`config.mk`:
```
export PLATFORM = sky130hd
export DESIGN_NAME = pcs_socket
export DESIGN_NICKNAME = d
export VERILOG_FILES = /design/src/pcs_pkg.sv /design/src/pcs_socket.sv
export SDC_FILE = /design/constraint.sdc
export NUM_CORES = 1
export LEC_CHECK = 0
export BUFFER_PORTS_ARGS = -buffer_cell sky130_fd_sc_hd__buf_4
export CORE_MARGIN = 1
export CORE_UTILIZATION = 49
export DETAILED_ROUTE_END_ITERATION = 8
export PLACE_DENSITY = 0.72
export SLEW_MARGIN = 20
export SYNTH_ARGS = -nofsm -noshare
export SYNTH_HDL_FRONTEND = slang
export SYNTH_SLANG_ARGS = --single-unit
```
`constraint.sdc`:
```
create_clock -name SYS_CLK -period 1.47 [get_ports SYS_CLK]
set_input_delay 0.294 -clock SYS_CLK [delete_from_list [all_inputs] [get_ports SYS_CLK]]
set_output_delay 0.294 -clock SYS_CLK [all_outputs]
set_load 0.005 [all_outputs]
```
`src/pcs_pkg.sv`:
```
// package for the socket signalling block: mode codes, carriers, constants
// assumes one 50 MHz clock and a plain register port in the owning module
package pcs_pkg;
  typedef enum logic [1:0] {
    PCS_MODE_NONE = 2'h0,
    PCS_MODE_MEM = 2'h1,
    PCS_MODE_IO = 2'h2,
    PCS_MODE_CB = 2'h3
  } pcs_mode_e;

  // register indices (word addresses)
  localparam logic [3:0] PCS_REG_CTRL = 4'h0;
  localparam logic [3:0] PCS_REG_LEGACY = 4'h1;
  localparam logic [3:0] PCS_REG_STATUS = 4'h2;
  localparam logic [3:0] PCS_REG_CYCLE = 4'h3;
  localparam logic [3:0] PCS_REG_INTGEN = 4'h4;

  // control register fields
  localparam int PCS_CTRL_PWR = 0;
  localparam int PCS_CTRL_IFEN = 1;
  localparam int PCS_CTRL_IOMODE = 2;
  localparam int PCS_CTRL_BUS8 = 3;
  localparam int PCS_CTRL_LEDSEL = 4;
  localparam int PCS_CTRL_RST = 5;
  localparam int PCS_CTRL_PMEEN = 6;
  // legacy register 3Bh, bits 3:2 enable clock run
  localparam int PCS_LEG_CLKRUN_LO = 2;
  localparam int PCS_LEG_CLKRUN_HI = 3;
  // interrupt and general control register 03h, bit 7 ring indicate select
  localparam int PCS_IGC_RING = 7;

  // cycle register: bit 0 write, bit 1 io, bit 2 word, bit 3 addr0, bit 4 go
  localparam int PCS_CYC_WR = 0;
  localparam int PCS_CYC_IO = 1;
  localparam int PCS_CYC_WORD = 2;
  localparam int PCS_CYC_A0 = 3;
  localparam int PCS_CYC_GO = 4;

  localparam logic [7:0] PCS_RESET_BYTE = 8'h00;
  localparam int PCS_STROBE_NS = 100;
  localparam int PCS_CLK_MHZ = 50;
  localparam int PCS_STROBE_CYC = (PCS_STROBE_NS * PCS_CLK_MHZ + 999) / 1000;
  localparam logic [3:0] PCS_STROBE_CNT = 4'(PCS_STROBE_CYC);

  typedef struct packed {
    logic io_read_strobe_n_n;
    logic iowr_n;
    logic oe_n;
    logic we_n;
    logic ce1_n;
    logic ce2_n;
    logic a0;
  } pcs_strobe_s;

  // card side inputs, all asynchronous
  typedef struct packed {
    logic wp_io16;
    logic input_ack_n;
    logic rdy_irq;
    logic wait_n;
    logic [1:0] cd_n;
    logic battery_warn_in;
    logic battery_dead_in;
    logic [1:0] vs;
    logic clkrun_n;
  } pcs_cardin_s;
endpackage

```
`src/pcs_socket.sv`:
```
// socket signalling for one pc card / cardbus slot, controller side
// assumes card pins are asynchronous; register port is on SYS_CLK
//
// Local design decisions: the address map and the plain strobed port.
`timescale 1ns/1ps

// Function
// io read strobe low on io read; cardbus address/data bit 13
// io write strobe low on io write; cardbus address/data bit 15
// shared input is write protect in memory mode, 16-bit size in io
// cardbus clock run handshake only when legacy bits 3:2 enable it
// input acknowledge ignored; cardbus bus request input
// status input is ready/busy in memory, interrupt request in io
// cardbus interrupt active low, pending while line held low
// wait extends current cycle; cardbus system error
// card presence from two pulled-up detect inputs; combine with sense in cardbus
// odd byte enable for odd bytes, even enable for even, per width
// 8-bit card: only even enable, address bit 0 selects byte
// card reset released from high impedance only when seated, powered, enabled
// battery warning in memory (code drops it there, audio held low); audio or led in io; audio in cardbus
// battery dead in memory; status change or ring via bit 7 in io
// cardbus status change can raise power management event
// voltage sense sampled with detect before socket power
// cardbus: even enable pin is command/byte enable 0
// output enable low on memory read; cardbus address/data bit 11
// write enable low on memory write; cardbus grant output
// one socket mode state selects every shared pin meaning (code: the cycle io bit picks the size reading in the cycle engine)
module pcs_socket
  import pcs_pkg::*;
(
  // clock and reset
  input wire logic SYS_CLK,
  input wire logic RST_N,
  // register port
  input wire logic [3:0] REG_ADDR,
  input wire logic [7:0] REG_WDATA,
  input wire logic REG_WR,
  input wire logic REG_RD,
  output logic [7:0] REG_RDATA,
  // card side inputs
  input wire pcs_cardin_s CARD_IN,
  input wire logic CARD_CLK,
  // cardbus multiplexed bits driven from the bridge
  input wire logic CB_AD11,
  input wire logic CB_AD13,
  input wire logic CB_AD15,
  input wire logic CB_CBE0_N,
  input wire logic CB_GNT_N,
  // socket strobes
  output pcs_strobe_s SOCKET_OUT,
  // card reset, tristate
  output logic CARD_RESET_O,
  output logic CARD_RESET_OE,
  // status to the bridge
  output pcs_mode_e SOCKET_MODE,
  output logic CARD_IRQ,
  output logic CARD_SERR,
  output logic CARD_BUS_REQ,
  output logic CARD_AUDIO,
  output logic PME_EVENT,
  output logic CLKRUN_ACTIVE,
  output logic CYCLE_BUSY
);
  // ----------------------------------------
  // input synchronisers
  // ----------------------------------------
  pcs_cardin_s in_s1_q, in_q;
  logic clk_s1_q, clk_q, clk_prev_q;
  always_ff @(posedge SYS_CLK) begin
    in_s1_q <= CARD_IN;
    in_q <= in_s1_q;
    clk_s1_q <= CARD_CLK;
    clk_q <= clk_s1_q;
    clk_prev_q <= clk_q;
  end
  logic card_clk_rise;
  assign card_clk_rise = clk_q & ~clk_prev_q;

  // ----------------------------------------
  // registers
  // ----------------------------------------
  logic [7:0] ctrl_q, legacy_q, intgen_q, cyc_q;
  always_ff @(posedge SYS_CLK) begin
    if (!RST_N) begin
      ctrl_q <= PCS_RESET_BYTE;
      legacy_q <= PCS_RESET_BYTE;
      intgen_q <= PCS_RESET_BYTE;
    end else if (REG_WR) begin
      case (REG_ADDR)
        PCS_REG_CTRL: ctrl_q <= REG_WDATA;
        PCS_REG_LEGACY: legacy_q <= REG_WDATA;
        PCS_REG_INTGEN: intgen_q <= REG_WDATA;
        default: ;
      endcase
    end
  end

  // ----------------------------------------
  // mode decode
  // ----------------------------------------
  // the pc card test gates the cycle engine, the cardbus test the pin mux
  function automatic logic mode_is_cb(input pcs_mode_e m);
    return m == PCS_MODE_CB;
  endfunction
  function automatic logic mode_is_pccard(input pcs_mode_e m);
    return m == PCS_MODE_MEM || m == PCS_MODE_IO;
  endfunction

  // ----------------------------------------
  // presence, type and mode
  // ----------------------------------------
  logic seated;
  logic [1:0] vs_q;
  logic cb_card_q;
  logic cb_card;
  pcs_mode_e mode_q;
  assign seated = (in_q.cd_n == 2'h0);
  // live sense while unpowered, latched type once powered: no memory-mode blip on insertion
  assign cb_card = ctrl_q[PCS_CTRL_PWR] ? cb_card_q : (seated & (in_q.vs != 2'h3));
  // sense latched only while unpowered, so a live card cannot change type
  always_ff @(posedge SYS_CLK) begin
    if (!RST_N) begin
      vs_q <= 2'h3;
      cb_card_q <= 1'b0;
    end else if (!ctrl_q[PCS_CTRL_PWR]) begin
      vs_q <= in_q.vs;
      cb_card_q <= seated & (in_q.vs != 2'h3);
    end
  end
  always_ff @(posedge SYS_CLK) begin
    if (!RST_N) begin
      mode_q <= PCS_MODE_NONE;
    end else if (!seated) begin
      mode_q <= PCS_MODE_NONE;
    end else if (cb_card) begin
      mode_q <= PCS_MODE_CB;
    end else if (ctrl_q[PCS_CTRL_IOMODE]) begin
      mode_q <= PCS_MODE_IO;
    end else begin
      mode_q <= PCS_MODE_MEM;
    end
  end

  // ----------------------------------------
  // 16-bit cycle engine
  // ----------------------------------------
  typedef enum logic [1:0] {
    PCS_CYC_IDLE = 2'h0,
    PCS_CYC_STROBE = 2'h1,
    PCS_CYC_WAIT = 2'h2
  } pcs_cyc_e;
  pcs_cyc_e cst_q;
  logic [3:0] cnt_q;
  logic start;
  assign start = REG_WR && REG_ADDR == PCS_REG_CYCLE && REG_WDATA[PCS_CYC_GO]
    && cst_q == PCS_CYC_IDLE && mode_is_pccard(mode_q);
  always_ff @(posedge SYS_CLK) begin
    if (!RST_N) begin
      cst_q <= PCS_CYC_IDLE;
      cnt_q <= 4'h0;
      cyc_q <= PCS_RESET_BYTE;
    end else begin
      case (cst_q)
        PCS_CYC_IDLE: begin
          if (start) begin
            cyc_q <= REG_WDATA;
            cnt_q <= PCS_STROBE_CNT;
            cst_q <= PCS_CYC_STROBE;
          end
        end
        PCS_CYC_STROBE: begin
          if (cnt_q > 4'h1) begin
            cnt_q <= cnt_q - 4'h1;
          end else begin
            cst_q <= PCS_CYC_WAIT;
          end
        end
        PCS_CYC_WAIT: begin
          if (in_q.wait_n || mode_q == PCS_MODE_NONE) begin
            cst_q <= PCS_CYC_IDLE;
          end
        end
        default: cst_q <= PCS_CYC_IDLE;
      endcase
    end
  end

  // ----------------------------------------
  // pin meanings
  // ----------------------------------------
  logic active, io16, bus8;
  pcs_strobe_s st_d, st_q;
  assign active = cst_q != PCS_CYC_IDLE;
  assign bus8 = ctrl_q[PCS_CTRL_BUS8];
  assign io16 = cyc_q[PCS_CYC_IO] ? ~in_q.wp_io16 : 1'b1;
  always_comb begin
    st_d = '1;
    st_d.a0 = 1'b0;
    if (mode_is_cb(mode_q)) begin
      st_d.io_read_strobe_n_n = CB_AD13;
      st_d.iowr_n = CB_AD15;
      st_d.oe_n = CB_AD11;
      st_d.we_n = CB_GNT_N;
      st_d.ce1_n = CB_CBE0_N;
      st_d.ce2_n = 1'b1;
    end else if (active) begin
      st_d.a0 = cyc_q[PCS_CYC_A0];
      st_d.io_read_strobe_n_n = ~(cyc_q[PCS_CYC_IO] & ~cyc_q[PCS_CYC_WR]);
      st_d.iowr_n = ~(cyc_q[PCS_CYC_IO] & cyc_q[PCS_CYC_WR]);
      st_d.oe_n = ~(~cyc_q[PCS_CYC_IO] & ~cyc_q[PCS_CYC_WR]);
      st_d.we_n = ~(~cyc_q[PCS_CYC_IO] & cyc_q[PCS_CYC_WR]);
      if (bus8 || !io16) begin
        st_d.ce1_n = 1'b0;
      end else if (cyc_q[PCS_CYC_WORD]) begin
        st_d.ce1_n = 1'b0;
        st_d.ce2_n = 1'b0;
      end else begin
        st_d.ce1_n = cyc_q[PCS_CYC_A0];
        st_d.ce2_n = ~cyc_q[PCS_CYC_A0];
      end
    end
  end

  // ----------------------------------------
  // outputs
  // ----------------------------------------
  logic clkrun_en;
  assign clkrun_en = legacy_q[PCS_LEG_CLKRUN_HI:PCS_LEG_CLKRUN_LO] != 2'h0;
  always_ff @(posedge SYS_CLK) begin
    if (!RST_N) begin
      st_q <= '{io_read_strobe_n_n: 1'b1, iowr_n: 1'b1, oe_n: 1'b1, we_n: 1'b1, ce1_n: 1'b1, ce2_n: 1'b1, a0: 1'b0};
      CARD_RESET_O <= 1'b0;
      CARD_RESET_OE <= 1'b0;
      CARD_IRQ <= 1'b0;
      CARD_SERR <= 1'b0;
      CARD_BUS_REQ <= 1'b0;
      CARD_AUDIO <= 1'b0;
      PME_EVENT <= 1'b0;
      CLKRUN_ACTIVE <= 1'b0;
      CYCLE_BUSY <= 1'b0;
    end else begin
      st_q <= st_d;
      CYCLE_BUSY <= active;
      // cardbus reset is active low on the same pin
      CARD_RESET_O <= (mode_q == PCS_MODE_CB) ? ~ctrl_q[PCS_CTRL_RST] : ctrl_q[PCS_CTRL_RST];
      CARD_RESET_OE <= seated & ctrl_q[PCS_CTRL_PWR] & ctrl_q[PCS_CTRL_IFEN];
      CARD_SERR <= (mode_q == PCS_MODE_CB) & ~in_q.wait_n;
      CARD_BUS_REQ <= (mode_q == PCS_MODE_CB) & ~in_q.input_ack_n;
      CLKRUN_ACTIVE <= (mode_q == PCS_MODE_CB) & clkrun_en & ~in_q.clkrun_n
        & (card_clk_rise | CLKRUN_ACTIVE);
      PME_EVENT <= (mode_q == PCS_MODE_CB) & ctrl_q[PCS_CTRL_PMEEN] & in_q.battery_dead_in;
      case (mode_q)
        PCS_MODE_MEM: begin
          CARD_IRQ <= 1'b0;
          CARD_AUDIO <= 1'b0;
        end
        PCS_MODE_IO: begin
          CARD_IRQ <= ~in_q.rdy_irq;
          CARD_AUDIO <= ctrl_q[PCS_CTRL_LEDSEL] ? 1'b0 : ~in_q.battery_warn_in;
        end
        PCS_MODE_CB: begin
          CARD_IRQ <= ~in_q.rdy_irq;
          CARD_AUDIO <= in_q.battery_warn_in;
        end
        default: begin
          CARD_IRQ <= 1'b0;
          CARD_AUDIO <= 1'b0;
        end
      endcase
    end
  end
  assign SOCKET_OUT = st_q;
  assign SOCKET_MODE = mode_q;

  // ----------------------------------------
  // read port
  // ----------------------------------------
  logic [7:0] status;
  always_comb begin
    status = 8'h00;
    status[0] = seated;
    status[2:1] = vs_q;
    status[3] = (mode_q == PCS_MODE_MEM) ? in_q.wp_io16 : ~in_q.wp_io16;
    status[4] = (mode_q == PCS_MODE_MEM) & in_q.rdy_irq;
    status[5] = (mode_q == PCS_MODE_MEM) ? in_q.battery_dead_in : 1'b0;
    status[6] = (mode_q == PCS_MODE_IO) & ~intgen_q[PCS_IGC_RING] & ~in_q.battery_dead_in;
    status[7] = (mode_q == PCS_MODE_IO) & intgen_q[PCS_IGC_RING] & ~in_q.battery_dead_in;
  end
  always_ff @(posedge SYS_CLK) begin
    if (!RST_N) begin
      REG_RDATA <= 8'h00;
    end else if (REG_RD) begin
      case (REG_ADDR)
        PCS_REG_CTRL: REG_RDATA <= ctrl_q;
        PCS_REG_LEGACY: REG_RDATA <= legacy_q;
        PCS_REG_STATUS: REG_RDATA <= status;
        PCS_REG_CYCLE: REG_RDATA <= {6'h00, mode_q};
        PCS_REG_INTGEN: REG_RDATA <= intgen_q;
        default: REG_RDATA <= 8'h00;
      endcase
    end else begin
      REG_RDATA <= 8'h00;
    end
  end
endmodule

```
==> run_summary.xml, run 1 <==
<?xml version="1.0" encoding="UTF-8"?>
<metrics>
  <group name="logic_synthesis">
    <metric name="synth_top_area_share" unit="%">57.03</metric>
    <metric name="synth.most_common_cell" unit="">sky130_fd_sc_hd__dfxtp_1</metric>
    <metric name="synthesis.nets" unit="">336</metric>
    <metric name="synth-edff-count" unit="">0</metric>
    <metric name="synth_cells" unit="">297</metric>
    <metric name="synthDistinctLibCells" unit="">43</metric>
    <metric name="synth.top_cells.by_count" unit="">sky130_fd_sc_hd__dfxtp_1, sky130_fd_sc_hd__nand2_1, sky130_fd_sc_hd__nand3_1</metric>
    <metric name="synth-seq-area-share" unit="%">57.03</metric>
    <metric name="synthesis.area" unit="um2">3089</metric>
    <metric name="ys_async_sr_fraction" unit="%">0</metric>
    <metric name="post_synth.cell_area_avg" unit="um2">10.40</metric>
    <metric name="ys_ff_latch" unit="">88</metric>
    <metric name="most_instantiated_flip_flop_cell_in_the_synthesis_netlist" unit="">sky130_fd_sc_hd__dfxtp_1</metric>
    <metric name="yosys_warnings" unit="">0</metric>
    <metric name="leading_cell_types_by_total_area_after_synthesis" unit="">sky130_fd_sc_hd__dfxtp_1, sky130_fd_sc_hd__a21boi_0, sky130_fd_sc_hd__nand2_1</metric>
    <metric name="post-synth-top-area-cell" unit="">sky130_fd_sc_hd__dfxtp_1</metric>
  </group>
  <group name="grt">
    <metric name="groute.layer.met2.usage" unit="%">38.00</metric>
    <metric name="globalRouteOverflowTotal" unit="">0</metric>
    <metric name="grt_util_met3" unit="%">7.416</metric>
    <metric name="grt_pass1_vias" unit="">2312</metric>
    <metric name="grt_pass1_wl" unit="um">11030</metric>
    <metric name="grt_antenna_before_repair" unit="">0</metric>
    <metric name="grt_max_degree" unit="">27</metric>
    <metric name="groute.layer.met1.usage" unit="%">27.34</metric>
    <metric name="gr-max-usage-layer" unit="">met2</metric>
    <metric name="grt.total_usage" unit="%">22.83</metric>
  </group>
  <group name="detailed_routing">
    <metric name="detail_route.first_pass.iterations" unit="">6</metric>
    <metric name="detail_route.iter0.violations" unit="">203</metric>
    <metric name="ant_nets_after_route" unit="">0</metric>
    <metric name="drc" unit="">0</metric>
    <metric name="wl_per_cell" unit="um">15.15</metric>
    <metric name="detail_route.vias_per_cell" unit="">5.491</metric>
    <metric name="vias" unit="">2493</metric>
    <metric name="postRouteWirelength" unit="um">6879</metric>
  </group>
  <group name="timing">
    <metric name="final_max_slew_viol_count" unit="">0</metric>
    <metric name="fin_crit_sh" unit="%">96.49</metric>
    <metric name="setup_tns" unit="ps">0</metric>
    <metric name="max_freq" unit="GHz">0.7050</metric>
    <metric name="setup-violations-final" unit="">0</metric>
    <metric name="transition_time_of_the_tightest_slew_check_pin" unit="ps">779.9</metric>
    <metric name="rsz_0062_raised_after_global_routing" unit="">yes</metric>
    <metric name="timing.slew.headroom" unit="%">47.78</metric>
    <metric name="timing.hold.ws" unit="ps">34.54</metric>
    <metric name="final-hold-violation-count" unit="">0</metric>
    <metric name="final_skew" unit="ps">8.566</metric>
    <metric name="min_period" unit="ps">1418</metric>
  </group>
  <group name="flow_run">
    <metric name="cap_viol_max_count" unit="">0</metric>
  </group>
  <group name="floorplan">
    <metric name="fp.dieW" unit="um">81.40</metric>
    <metric name="floorplan.die_area" unit="um2">6626</metric>
    <metric name="initial_utilization" unit="%">51.57</metric>
    <metric name="rows" unit="">28</metric>
    <metric name="io_pins" unit="">59</metric>
    <metric name="core" unit="um2">5991</metric>
    <metric name="die_y" unit="um">81.40</metric>
  </group>
  <group name="layout">
    <metric name="post_route_cells_drive_above_1_share" unit="%">29.55</metric>
    <metric name="diode_count" unit="">0</metric>
    <metric name="fillCellCount" unit="">502</metric>
    <metric name="instances_no_fill" unit="">454</metric>
    <metric name="nNetsFinal" unit="">413</metric>
    <metric name="syn_to_final_growth" unit="%">27.66</metric>
    <metric name="area.sequential" unit="um2">1767</metric>
    <metric name="multi_input_area" unit="um2">1260</metric>
  </group>
  <group name="power_and_ir_drop">
    <metric name="pwr_density_cell" unit="nW/um2">1108</metric>
    <metric name="ir_worst_vdd" unit="mV">0.9170</metric>
    <metric name="p_leak" unit="nW">1.575</metric>
  </group>
  <group name="run_status">
    <metric name="status" unit="">completed</metric>
  </group>
  <group name="critical_path">
    <metric name="cp_slowest_cell" unit="">sky130_fd_sc_hd__dfxtp_2</metric>
    <metric name="crit_type" unit="">flip-flop to flip-flop</metric>
    <metric name="start_kind" unit="">flip-flop</metric>
    <metric name="critPathArrivalTime" unit="ps">1670</metric>
    <metric name="cp_max_fo" unit="">5</metric>
    <metric name="cp_data_required_time" unit="ps">1720</metric>
    <metric name="timing.critical_path.cells" unit="">inv_2 -&gt; ha_2 -&gt; nor2_2 -&gt; o31ai_4 -&gt; buf_4 -&gt; and3_1 -&gt; o21a_1</metric>
    <metric name="max_stage_delay" unit="ps">350</metric>
    <metric name="critPathCaptureType" unit="">flip-flop</metric>
  </group>
  <group name="min_path">
    <metric name="min_path_type" unit="">primary input to flip-flop</metric>
  </group>
  <group name="cts">
    <metric name="cts_htree_levels" unit="">3</metric>
    <metric name="cts_hold_buffers" unit="">0</metric>
    <metric name="post_cts_repair_setup_buffers" unit="">0</metric>
    <metric name="cts_sinks" unit="">88</metric>
    <metric name="numCtsBuffers" unit="">9</metric>
    <metric name="cts_root_buffer" unit="">sky130_fd_sc_hd__clkbuf_8</metric>
    <metric name="clk_pin_slew_worst_paths" unit="ps">90</metric>
    <metric name="cts-root-to-sink-buffers" unit="">2</metric>
    <metric name="clk_latency" unit="ps">350</metric>
    <metric name="cts_tree" unit="">built</metric>
  </group>
  <group name="placement">
    <metric name="cells_after_dpl" unit="">438</metric>
    <metric name="hpwlAfterDp" unit="um">4806</metric>
    <metric name="routabilityCongestion" unit="">0.8134</metric>
    <metric name="place.port_buffers" unit="">58</metric>
  </group>
</metrics>
==> sequential cells by signal (all words and copies together), names as in the netlist, 7 cells and up <==
register and flops:
REG_RDATA 8, in_q 11, in_s1_q 11, ctrl_q 8
intgen_q 8, legacy_q 8, SOCKET_OUT 7
==> cells by family after synthesis <==
family	share of synthesized area [%]
AO/OA/AOI/OAI	15.63
AND/OR/NAND/NOR	19.32
XOR/XNOR	0.5671
buffers and inverters	3.078
multiplexers	1.944
adder cells (fa/ha/maj)	2.430
flip-flops	57.03
==> power breakdown <==
group          switching [W]  internal, W
registers          0.0000247      0.00243
logic               0.000114     0.000117
clock network       0.000875     0.000805
total                0.00101      0.00336
==> timing repair <==
item	4_1_cts	5_1_grt
endpoints found under the setup margin	3	7
pin swaps	2	2
gates resized for setup	3	6
==> cell type report <==
| cell class | count | share of cell area (%) |
|---|---|---|
| clock buffers | 9 | 3.141 |
| well taps | 75 | 2.379 |
| multi-input cells | 188 | 31.95 |
| flip-flops and latches | 88 | 44.80 |
| repair buffers | 78 | 14.85 |
| clock inverters | 7 | 2.030 |
| inverters | 9 | 0.8566 |
==> cells in the final DEF, fill, tap and decap left out, types with 3 or more instances in the layout <==
| cell | count |
|---|---|
| sky130_fd_sc_hd__a21boi_0 | 23 |
| sky130_fd_sc_hd__a21oi_1 | 17 |
| sky130_fd_sc_hd__a222oi_1 | 7 |
| sky130_fd_sc_hd__a22oi_1 | 3 |
| sky130_fd_sc_hd__and2_1 | 4 |
| sky130_fd_sc_hd__buf_4 | 78 |
| sky130_fd_sc_hd__clkbuf_8 | 9 |
| sky130_fd_sc_hd__dfxtp_1 | 84 |
| sky130_fd_sc_hd__dfxtp_2 | 4 |
| sky130_fd_sc_hd__ha_1 | 5 |
| sky130_fd_sc_hd__inv_1 | 8 |
| sky130_fd_sc_hd__mux2i_1 | 6 |
| sky130_fd_sc_hd__nand2_1 | 38 |
| sky130_fd_sc_hd__nand3_1 | 26 |
| sky130_fd_sc_hd__nor2_1 | 12 |
| sky130_fd_sc_hd__nor2b_1 | 8 |
| sky130_fd_sc_hd__nor4b_4 | 3 |
| sky130_fd_sc_hd__o21ai_0 | 4 |
==> per-layer routing <==
metal / share of wire, % / up-vias
met5: 0 / -
met4: 1.3 / 0
met3: 9.0 / 10
met2: 48 / 108
met1: 42 / 1174
li1: - / 1201
==> through the flow <==
stage / util (%) / cell area [um2] / power (W) / setup WS [ps]
6_report: 65.83 / 3944 / 0.004370 / 51.62
5_1_grt: 65.83 / 3944 / 0.004542 / -49.79
4_1_cts: 65.69 / 3935 / 0.004411 / 0.7007
3_5_place_dp: 62.07 / 3719 / 0.002743 / -56.33
3_3_place_gp: 62.07 / 3719 / 0.002739 / -19.05
2_1_floorplan: - / 3100 / 0.002601 / 12.80
==> worst max-delay path: cells and delay by family (launching register included) <==
kind	cells	cell delay (ps)
DFF	1	350
and+or+nand+nor	2	320
AOI/OAI and AO/OA	2	250
buffers and inverters	2	200
adders and majority gates	1	190
==> final timing paths <==
path                                 start  cells past startpoint  slack (ps)         end
worst max-delay path              cnt_q[0]                      7          50    cnt_q[1]
worst min-delay path            CARD_IN[1]                      1          30  in_s1_q[1]
worst max register to register    cnt_q[0]                      7          50    cnt_q[1]
worst min register to register    clk_s1_q                      0         330       clk_q
Power figures use the tool's default switching activity.
==> run 2, diff against run 1 <==
ABC_AREA = 1   (was not set)
CORE_UTILIZATION = 48   (was 49)
PLACE_DENSITY = 0.71   (was 0.72)
==> run 2 against run 1 <==
  * Global-route usage is 0.31 points higher
  * Sequential power hardly changed
  * Synthesized cell count is 24% higher
  * Non-clock buffer count is 5 lower
  * Register-to-register slack better by 30 ps
  * Critical endpoint is now cyc_q[1]
==> run_summary.xml, run 2 <==
<?xml version="1.0" encoding="UTF-8"?>
<metrics>
  <group name="critical_path">
    <metric name="max_stage_delay" unit="ps">330</metric>
    <metric name="cp_data_required_time" unit="ps">1760</metric>
    <metric name="timing.rr.end" unit="">cyc_q[1]</metric>
    <metric name="reg2reg_depth" unit="">7</metric>
    <metric name="critPathCaptureType" unit="">flip-flop</metric>
    <metric name="critPathArrivalTime" unit="ps">1670</metric>
    <metric name="crit_type" unit="">flip-flop to flip-flop</metric>
    <metric name="cpLargestDelayFamily" unit="">simple AND/OR/NAND/NOR gates</metric>
    <metric name="timing.critical_path.cells" unit="">inv_1 -&gt; ha_1 -&gt; nand3_2 -&gt; nor2_4 -&gt; nand2_4 -&gt; buf_4 -&gt; a21oi_1</metric>
    <metric name="cp_max_fo" unit="">5</metric>
    <metric name="start_kind" unit="">flip-flop</metric>
    <metric name="crit-reg2reg-launch" unit="">SOCKET_MODE[0]</metric>
    <metric name="cp_slowest_cell" unit="">sky130_fd_sc_hd__dfxtp_2</metric>
    <metric name="cp.buffers_inverters" unit="">2</metric>
    <metric name="r2r_setup_slk" unit="ps">80</metric>
  </group>
  <group name="timing">
    <metric name="post-route-worst-setup-slack" unit="ps">83.13</metric>
    <metric name="min_period" unit="ps">1387</metric>
    <metric name="timing.slew.headroom" unit="%">59.21</metric>
    <metric name="transition_time_of_the_tightest_slew_check_pin" unit="ps">611.1</metric>
    <metric name="setup-violations-final" unit="">0</metric>
    <metric name="final_max_slew_viol_count" unit="">0</metric>
    <metric name="fin_crit_sh" unit="%">94.34</metric>
    <metric name="final-hold-violation-count" unit="">0</metric>
    <metric name="max_freq" unit="GHz">0.7210</metric>
    <metric name="final_skew" unit="ps">6.411</metric>
  </group>
  <group name="floorplan">
    <metric name="rows" unit="">28</metric>
    <metric name="floorplan.die_area" unit="um2">6710</metric>
    <metric name="fp.dieW" unit="um">81.92</metric>
    <metric name="die_y" unit="um">81.92</metric>
    <metric name="core" unit="um2">6026</metric>
    <metric name="io_pins" unit="">59</metric>
    <metric name="initial_utilization" unit="%">50.87</metric>
  </group>
  <group name="detailed_routing">
    <metric name="detail_route.vias_per_cell" unit="">5.048</metric>
    <metric name="drc" unit="">0</metric>
    <metric name="vias" unit="">2635</metric>
    <metric name="postRouteWirelength" unit="um">7173</metric>
    <metric name="ant_nets_after_route" unit="">0</metric>
    <metric name="wl_per_cell" unit="um">13.74</metric>
    <metric name="detail_route.first_pass.iterations" unit="">4</metric>
    <metric name="detail_route.iter0.violations" unit="">192</metric>
  </group>
  <group name="placement">
    <metric name="routabilityCongestion" unit="">0.8380</metric>
    <metric name="hpwlAfterDp" unit="um">5099</metric>
    <metric name="dpl_cell_area" unit="um2">3651</metric>
    <metric name="place.port_buffers" unit="">58</metric>
    <metric name="pre_cts_ws" unit="ps">-47.10</metric>
  </group>
  <group name="power_and_ir_drop">
    <metric name="p_switching" unit="W">0.0009920</metric>
    <metric name="p_leak" unit="nW">1.678</metric>
    <metric name="power.share.sequential" unit="%">55.8</metric>
    <metric name="switching_part_of_the_total_power" unit="%">22.47</metric>
    <metric name="pwr_density_cell" unit="nW/um2">1130</metric>
    <metric name="p_int" unit="W">0.003422</metric>
    <metric name="pwr-share-clk" unit="%">38.5</metric>
    <metric name="combinationalPowerShare" unit="%">5.7</metric>
    <metric name="ir_worst_vdd" unit="mV">0.6099</metric>
  </group>
  <group name="logic_synthesis">
    <metric name="synthesis.area" unit="um2">3065</metric>
    <metric name="post_synth.cell_area_avg" unit="um2">8.330</metric>
    <metric name="synth_adder_area_share" unit="%">2.449</metric>
    <metric name="synth.top_cells.by_count" unit="">sky130_fd_sc_hd__dfxtp_1, sky130_fd_sc_hd__nand2_1, sky130_fd_sc_hd__nor2_1</metric>
    <metric name="synth_top_area_share" unit="%">57.47</metric>
    <metric name="leading_cell_types_by_total_area_after_synthesis" unit="">sky130_fd_sc_hd__dfxtp_1, sky130_fd_sc_hd__nand2_1, sky130_fd_sc_hd__a21oi_1</metric>
    <metric name="synth_mux_area_share" unit="%">0</metric>
    <metric name="synth_cells" unit="">368</metric>
    <metric name="synth_xor_area_share" unit="%">0.5714</metric>
    <metric name="ys_ff_latch" unit="">88</metric>
    <metric name="post_synth_and_or_nand_nor_area_fraction" unit="%">19.92</metric>
    <metric name="synthesis.nets" unit="">407</metric>
    <metric name="synth-edff-count" unit="">0</metric>
    <metric name="yosys_warnings" unit="">0</metric>
    <metric name="synth-compound-area-share" unit="%">12.86</metric>
    <metric name="post-synth-top-area-cell" unit="">sky130_fd_sc_hd__dfxtp_1</metric>
    <metric name="most_instantiated_flip_flop_cell_in_the_synthesis_netlist" unit="">sky130_fd_sc_hd__dfxtp_1</metric>
    <metric name="synth.most_common_cell" unit="">sky130_fd_sc_hd__dfxtp_1</metric>
    <metric name="synth_top_family_by_area" unit="">simple AND/OR/NAND/NOR gates</metric>
    <metric name="synthDistinctLibCells" unit="">25</metric>
    <metric name="synth-seq-area-share" unit="%">57.47</metric>
    <metric name="ys_async_sr_fraction" unit="%">0</metric>
  </group>
  <group name="layout">
    <metric name="reg.largest.list" unit="">in_q (11), in_s1_q (11)</metric>
    <metric name="layout_commonest_cell" unit="">sky130_fd_sc_hd__dfxtp_1</metric>
    <metric name="diode_count" unit="">0</metric>
    <metric name="nNetsFinal" unit="">482</metric>
    <metric name="final_cell_mix" unit="">sky130_fd_sc_hd__dfxtp_1, sky130_fd_sc_hd__buf_4, sky130_fd_sc_hd__nand2_1</metric>
    <metric name="syn_to_final_growth" unit="%">27.47</metric>
    <metric name="final_design_area_no_fill" unit="um2">3908</metric>
    <metric name="post_route_cells_drive_above_1_share" unit="%">24.16</metric>
  </group>
  <group name="grt">
    <metric name="globalRouteOverflowTotal" unit="">0</metric>
    <metric name="grt_antenna_before_repair" unit="">0</metric>
    <metric name="grt.total_usage" unit="%">23.14</metric>
    <metric name="grt_max_degree" unit="">25</metric>
    <metric name="grt_pass1_vias" unit="">2439</metric>
    <metric name="grt_pass1_wl" unit="um">11300</metric>
  </group>
  <group name="cts">
    <metric name="cts_sinks" unit="">88</metric>
    <metric name="cts_htree_levels" unit="">3</metric>
    <metric name="numCtsBuffers" unit="">9</metric>
    <metric name="cts_root_buffer" unit="">sky130_fd_sc_hd__clkbuf_8</metric>
    <metric name="clk_latency" unit="ps">350</metric>
    <metric name="clk_pin_slew_worst_paths" unit="ps">80</metric>
    <metric name="cts_tree" unit="">built</metric>
    <metric name="cts-root-to-sink-buffers" unit="">2</metric>
  </group>
  <group name="min_path">
    <metric name="worst_hold_startpoint" unit="">CARD_IN[5]</metric>
    <metric name="min_path_cells" unit="">1</metric>
    <metric name="min_path_type" unit="">primary input to flip-flop</metric>
    <metric name="hold_path_end" unit="">in_s1_q[5]</metric>
  </group>
  <group name="flow_run">
    <metric name="cap_viol_max_count" unit="">0</metric>
  </group>
  <group name="run_status">
    <metric name="status" unit="">completed</metric>
  </group>
</metrics>
-- run 2: cell types whose count changed after synthesis, sizes merged, moves of 3 or more --
cell | previous run | this run
a21boi | 24 | 0
a222oi | 7 | 0
a21oi | 17 | 39
nor4b | 4 | 0
nor2 | 13 | 48
a22oi | 3 | 0
inv | 9 | 42
nand2 | 38 | 61
clkbuf | 6 | 3
and2 | 4 | 0
nor2b | 9 | 0
mux2i | 6 | 0
o21ai | 4 | 29
-- run 2: layout make-up --
cell class                 instances  area (um2)
clock buffer                      11       151.4
clock inverter                     4       53.80
fill                             506        2118
inverter                          42       157.7
multi-input combinational        229        1137
sequential                        88        1765
tap                               75       93.84
timing repair buffer              73       548.0
-- run 2: metrics by stage --
stage | power (W) | cells | setup TNS [ps] | hold slack [ps] | utilization (%)
finish | 0.004414 | 522 | 0 | 39.78 | 64.85
global route | 0.004573 | 522 | -22.15 | 13.11 | 64.85
CTS | 0.004438 | 520 | 0 | 26.82 | 64.08
detailed placement | 0.002761 | 505 | -162.4 | 312.1 | 60.59
global placement | 0.002755 | 505 | 0 | 309.9 | 60.59
floorplan | 0.002620 | 368 | 0 | 309.6 | -
-- run 2: worst max-delay path by stage --
| stage | start | end | slack (ps) | depth (start not counted) |
|---|---|---|---|---|
| 3_3_place_gp | SOCKET_MODE[0] | cnt_q[2] | 30 | 8 |
| 5_1_grt | SOCKET_MODE[0] | cyc_q[1] | -20 | 7 |
| 6_report | SOCKET_MODE[0] | cyc_q[1] | 80 | 7 |
| 2_1_floorplan | SOCKET_MODE[0] | cyc_q[0] | 80 | 8 |
| 3_5_place_dp | SOCKET_MODE[0] | SOCKET_OUT[4] | -50 | 8 |
| 4_1_cts | cnt_q[0] | cnt_q[1] | 8 | 6 |
-- run 2: routing by layer --
metal  wire length [um]  track usage, %
met1               3181           28.25
met2               3507           37.27
met3                383           5.333
met4                100           13.16
met5                  0               0
-- run 2: power by group through the flow --
stage                     registers, W  clock network (W)  logic (W)
after floorplan                0.00251                  0   0.000106
after global placement         0.00252                  0   0.000238
after detailed placement       0.00252                  0   0.000242
after CTS                      0.00246            0.00173   0.000245
after global routing           0.00247            0.00183   0.000273
final                          0.00246            0.00170   0.000250
-- run 2: logic make-up after synthesis --
logic type	count (synthesis)
and+or+nand+nor	144
DFF	88
AOI/OAI and AO/OA	76
buffers and inverters	52
adders and majority gates	6
xor gates and xnor gates	2
-- run 2: repair_timing --
item / in CTS / in global routing
hold buffers: 0 / 0
cloned: 0 / 1
gates resized for setup: 2 / 12
pin swaps: 0 / 2
setup buffers: 0 / 1
setup endpoints to repair: 9 / 12
==> run 3, diff against run 2 <==
--- a/config.mk
+++ b/config.mk
@@ -12,4 +12,5 @@
 export DETAILED_ROUTE_END_ITERATION = 8
 export PLACE_DENSITY = 0.71
+export SKIP_CTS_REPAIR_TIMING = 1
 export SLEW_MARGIN = 20
 export SYNTH_ARGS = -nofsm -noshare
==> constraint.sdc (replaced) <==
create_clock -name SYS_CLK -period 1.47 [get_ports SYS_CLK]
set_input_delay 0.147 -clock SYS_CLK [delete_from_list [all_inputs] [get_ports SYS_CLK]]
set_output_delay 0.147 -clock SYS_CLK [all_outputs]
set_load 0.005 [all_outputs]
==> run 3 against run 2 <==
  * Design area rose by 1.9%
  * Largest power group unchanged
  * First-iteration DRC count fell by 18%
  * Maximum frequency rose by 1.3%
  * Sequential share of layout area fell by 0.84 points
  * Critical endpoint is now cnt_q[1]
  * Setup slack improved by 17 ps
  * Die area did not move
  * Clock skew rose by 1.3 ps
  * Clock-buffer cell count fell by 1
  * Wire length fell by 0.96%
  * Highest routed layer unchanged
  * Critical path type unchanged
  * Via count rose by 2.0%
  * Sequential power barely moved
==> run_summary.xml, run 3 (synthesis gave the netlist of run 2 again) <==
<?xml version="1.0" encoding="UTF-8"?>
<metrics>
  <group name="run_status">
    <metric name="status" unit="">completed</metric>
  </group>
  <group name="detailed_routing">
    <metric name="ant_nets_after_route" unit="">0</metric>
    <metric name="detail_route.vias_per_cell" unit="">5.045</metric>
    <metric name="detail_route.iter0.violations" unit="">158</metric>
    <metric name="postRouteWirelength" unit="um">7104</metric>
    <metric name="wl_per_cell" unit="um">13.33</metric>
    <metric name="drc" unit="">0</metric>
    <metric name="vias" unit="">2689</metric>
    <metric name="detail_route.first_pass.iterations" unit="">4</metric>
  </group>
  <group name="critical_path">
    <metric name="max_stage_delay" unit="ps">370</metric>
    <metric name="r2r_setup_slk" unit="ps">100</metric>
    <metric name="timing.rr.end" unit="">cnt_q[1]</metric>
    <metric name="crit-reg2reg-launch" unit="">cnt_q[1]</metric>
    <metric name="timing.critical_path.cells" unit="">inv_1 -&gt; ha_2 -&gt; o21ai_2 -&gt; nand2_2 -&gt; or2_2 -&gt; a21oi_2</metric>
    <metric name="cp_data_required_time" unit="ps">1760</metric>
    <metric name="critPathCaptureType" unit="">flip-flop</metric>
    <metric name="cp_max_fo" unit="">5</metric>
    <metric name="start_kind" unit="">flip-flop</metric>
    <metric name="reg2reg_depth" unit="">6</metric>
    <metric name="cp_slowest_cell" unit="">sky130_fd_sc_hd__dfxtp_1</metric>
    <metric name="crit_type" unit="">flip-flop to flip-flop</metric>
    <metric name="critPathArrivalTime" unit="ps">1660</metric>
  </group>
  <group name="layout">
    <metric name="final_cell_mix" unit="">sky130_fd_sc_hd__dfxtp_1, sky130_fd_sc_hd__buf_4, sky130_fd_sc_hd__nand2_1</metric>
    <metric name="syn_to_final_growth" unit="%">29.88</metric>
    <metric name="nNetsFinal" unit="">493</metric>
    <metric name="instances_no_fill" unit="">533</metric>
    <metric name="layout.core_utilization" unit="%">66.07</metric>
    <metric name="diode_count" unit="">0</metric>
    <metric name="reg.largest.list" unit="">in_q (11), in_s1_q (11)</metric>
    <metric name="post_route_cells_drive_above_1_share" unit="%">23.80</metric>
    <metric name="fillCellCount" unit="">530</metric>
    <metric name="layout_commonest_cell" unit="">sky130_fd_sc_hd__dfxtp_1</metric>
  </group>
  <group name="power_and_ir_drop">
    <metric name="p_switching" unit="W">0.001006</metric>
    <metric name="pwr_density_cell" unit="nW/um2">1061</metric>
    <metric name="p_int" unit="W">0.003217</metric>
    <metric name="ir_worst_vdd" unit="mV">0.6609</metric>
    <metric name="power.share.sequential" unit="%">58.3</metric>
    <metric name="pwr-share-clk" unit="%">35.3</metric>
    <metric name="combinationalPowerShare" unit="%">6.4</metric>
    <metric name="switching_part_of_the_total_power" unit="%">23.83</metric>
    <metric name="p_leak" unit="nW">1.698</metric>
  </group>
  <group name="grt">
    <metric name="grt.total_usage" unit="%">22.08</metric>
    <metric name="grt_max_degree" unit="">21</metric>
    <metric name="globalRouteOverflowTotal" unit="">0</metric>
    <metric name="grt_antenna_before_repair" unit="">0</metric>
    <metric name="grt_pass1_wl" unit="um">10860</metric>
    <metric name="grt_pass1_vias" unit="">2315</metric>
  </group>
  <group name="floorplan">
    <metric name="floorplan.die_area" unit="um2">6710</metric>
    <metric name="io_pins" unit="">59</metric>
    <metric name="initial_utilization" unit="%">50.87</metric>
    <metric name="fp.dieW" unit="um">81.92</metric>
    <metric name="die_y" unit="um">81.92</metric>
    <metric name="rows" unit="">28</metric>
    <metric name="core" unit="um2">6026</metric>
  </group>
  <group name="cts">
    <metric name="clk_latency" unit="ps">350</metric>
    <metric name="clk_pin_slew_worst_paths" unit="ps">80</metric>
    <metric name="cts-root-to-sink-buffers" unit="">2</metric>
    <metric name="numCtsBuffers" unit="">9</metric>
    <metric name="cts_root_buffer" unit="">sky130_fd_sc_hd__clkbuf_8</metric>
    <metric name="cts_sinks" unit="">88</metric>
    <metric name="cts_tree" unit="">built</metric>
    <metric name="cts_htree_levels" unit="">3</metric>
  </group>
  <group name="timing">
    <metric name="setup-violations-final" unit="">0</metric>
    <metric name="timing.hold.ws" unit="ps">23.17</metric>
    <metric name="fin_crit_sh" unit="%">93.16</metric>
    <metric name="final_max_slew_viol_count" unit="">0</metric>
    <metric name="transition_time_of_the_tightest_slew_check_pin" unit="ps">470.4</metric>
    <metric name="post-route-worst-setup-slack" unit="ps">100.5</metric>
    <metric name="timing.slew.headroom" unit="%">68.57</metric>
    <metric name="max_freq" unit="GHz">0.7302</metric>
    <metric name="min_period" unit="ps">1370</metric>
    <metric name="setup_tns" unit="ps">0</metric>
    <metric name="rsz_0062_raised_after_global_routing" unit="">no</metric>
    <metric name="final-hold-violation-count" unit="">0</metric>
    <metric name="final_skew" unit="ps">7.750</metric>
  </group>
  <group name="placement">
    <metric name="place.port_buffers" unit="">58</metric>
    <metric name="pre_cts_ws" unit="ps">-56.97</metric>
    <metric name="routabilityCongestion" unit="">0.8648</metric>
    <metric name="cells_after_dpl" unit="">503</metric>
    <metric name="hpwlAfterDp" unit="um">4910</metric>
  </group>
  <group name="min_path">
    <metric name="worst_hold_startpoint" unit="">CB_AD11</metric>
    <metric name="hold_path_end" unit="">SOCKET_OUT[4]</metric>
    <metric name="min_path_type" unit="">primary input to flip-flop</metric>
    <metric name="min_path_cells" unit="">3</metric>
  </group>
  <group name="flow_run">
    <metric name="cap_viol_max_count" unit="">0</metric>
  </group>
</metrics>
-- run 3: cell count changes in the layout (fill, tap and decap cells not counted), sizes merged --
cell / delta
bufinv: -1
clkinv: +2
clkbuf: -1
buf: -1
dlygate4sd3: +12
-- run 3: worst max-delay path by stage --
| stage | slack [ps] | start | to | cells past startpoint |
|---|---|---|---|---|
| after floorplan | 80 | SOCKET_MODE[0] | cyc_q[0] | 8 |
| after global placement | 10 | SOCKET_MODE[0] | cnt_q[0] | 8 |
| after detailed placement | -60 | SOCKET_MODE[0] | cnt_q[2] | 8 |
| after CTS | -70 | SOCKET_MODE[0] | cnt_q[2] | 8 |
| after global routing | 9 | cnt_q[0] | cnt_q[1] | 6 |
| final | 100 | cnt_q[1] | cnt_q[1] | 6 |
-- run 3: critical path, delay by kind of cell (launching register included) --
kind / cells / cell delay, ps
AND/OR/NAND/NOR: 2 / 420
flip-flops: 1 / 370
AO/OA/AOI/OAI: 2 / 270
adder cells (fa/ha/maj): 1 / 190
buffers and inverters: 1 / 70
-- run 3: through the flow --
step | instance area, um2 | total power [W]
2_1_floorplan | 3065 | 0.002620
3_3_place_gp | 3636 | 0.002753
3_5_place_dp | 3636 | 0.002757
4_1_cts | 3807 | 0.004201
5_1_grt | 3981 | 0.004363
6_report | 3981 | 0.004223
-- run 3: final cells by class --
type                    count  area (um2)  area share, %
clock inverters             5       33.78         0.8485
clock buffers              10       137.6          3.457
well taps                  75       93.84          2.357
inverters                  42       157.7          3.960
multi-input cells         229        1132          28.44
flip-flops and latches     88        1765          44.34
repair buffers             84       660.6          16.59
-- run 3: power groups by stage --
stage	Sequential [W]	Clock, W	Combinational, W
3_3_place_gp	0.00252	0	0.000236
6_report	0.00246	0.00149	0.000270
2_1_floorplan	0.00251	0	0.000106
5_1_grt	0.00247	0.00160	0.000296
4_1_cts	0.00246	0.00150	0.000240
3_5_place_dp	0.00252	0	0.000239
-- run 3: metal layers --
layer | vias up | GRT usage [%] | share of wire, %
li1 | 1360 | - | -
met1 | 1257 | 28.94 | 46
met2 | 62 | 34.79 | 48
met3 | 10 | 4.222 | 3.8
met4 | 0 | 10.53 | 1.5
met5 | - | 0 | 0
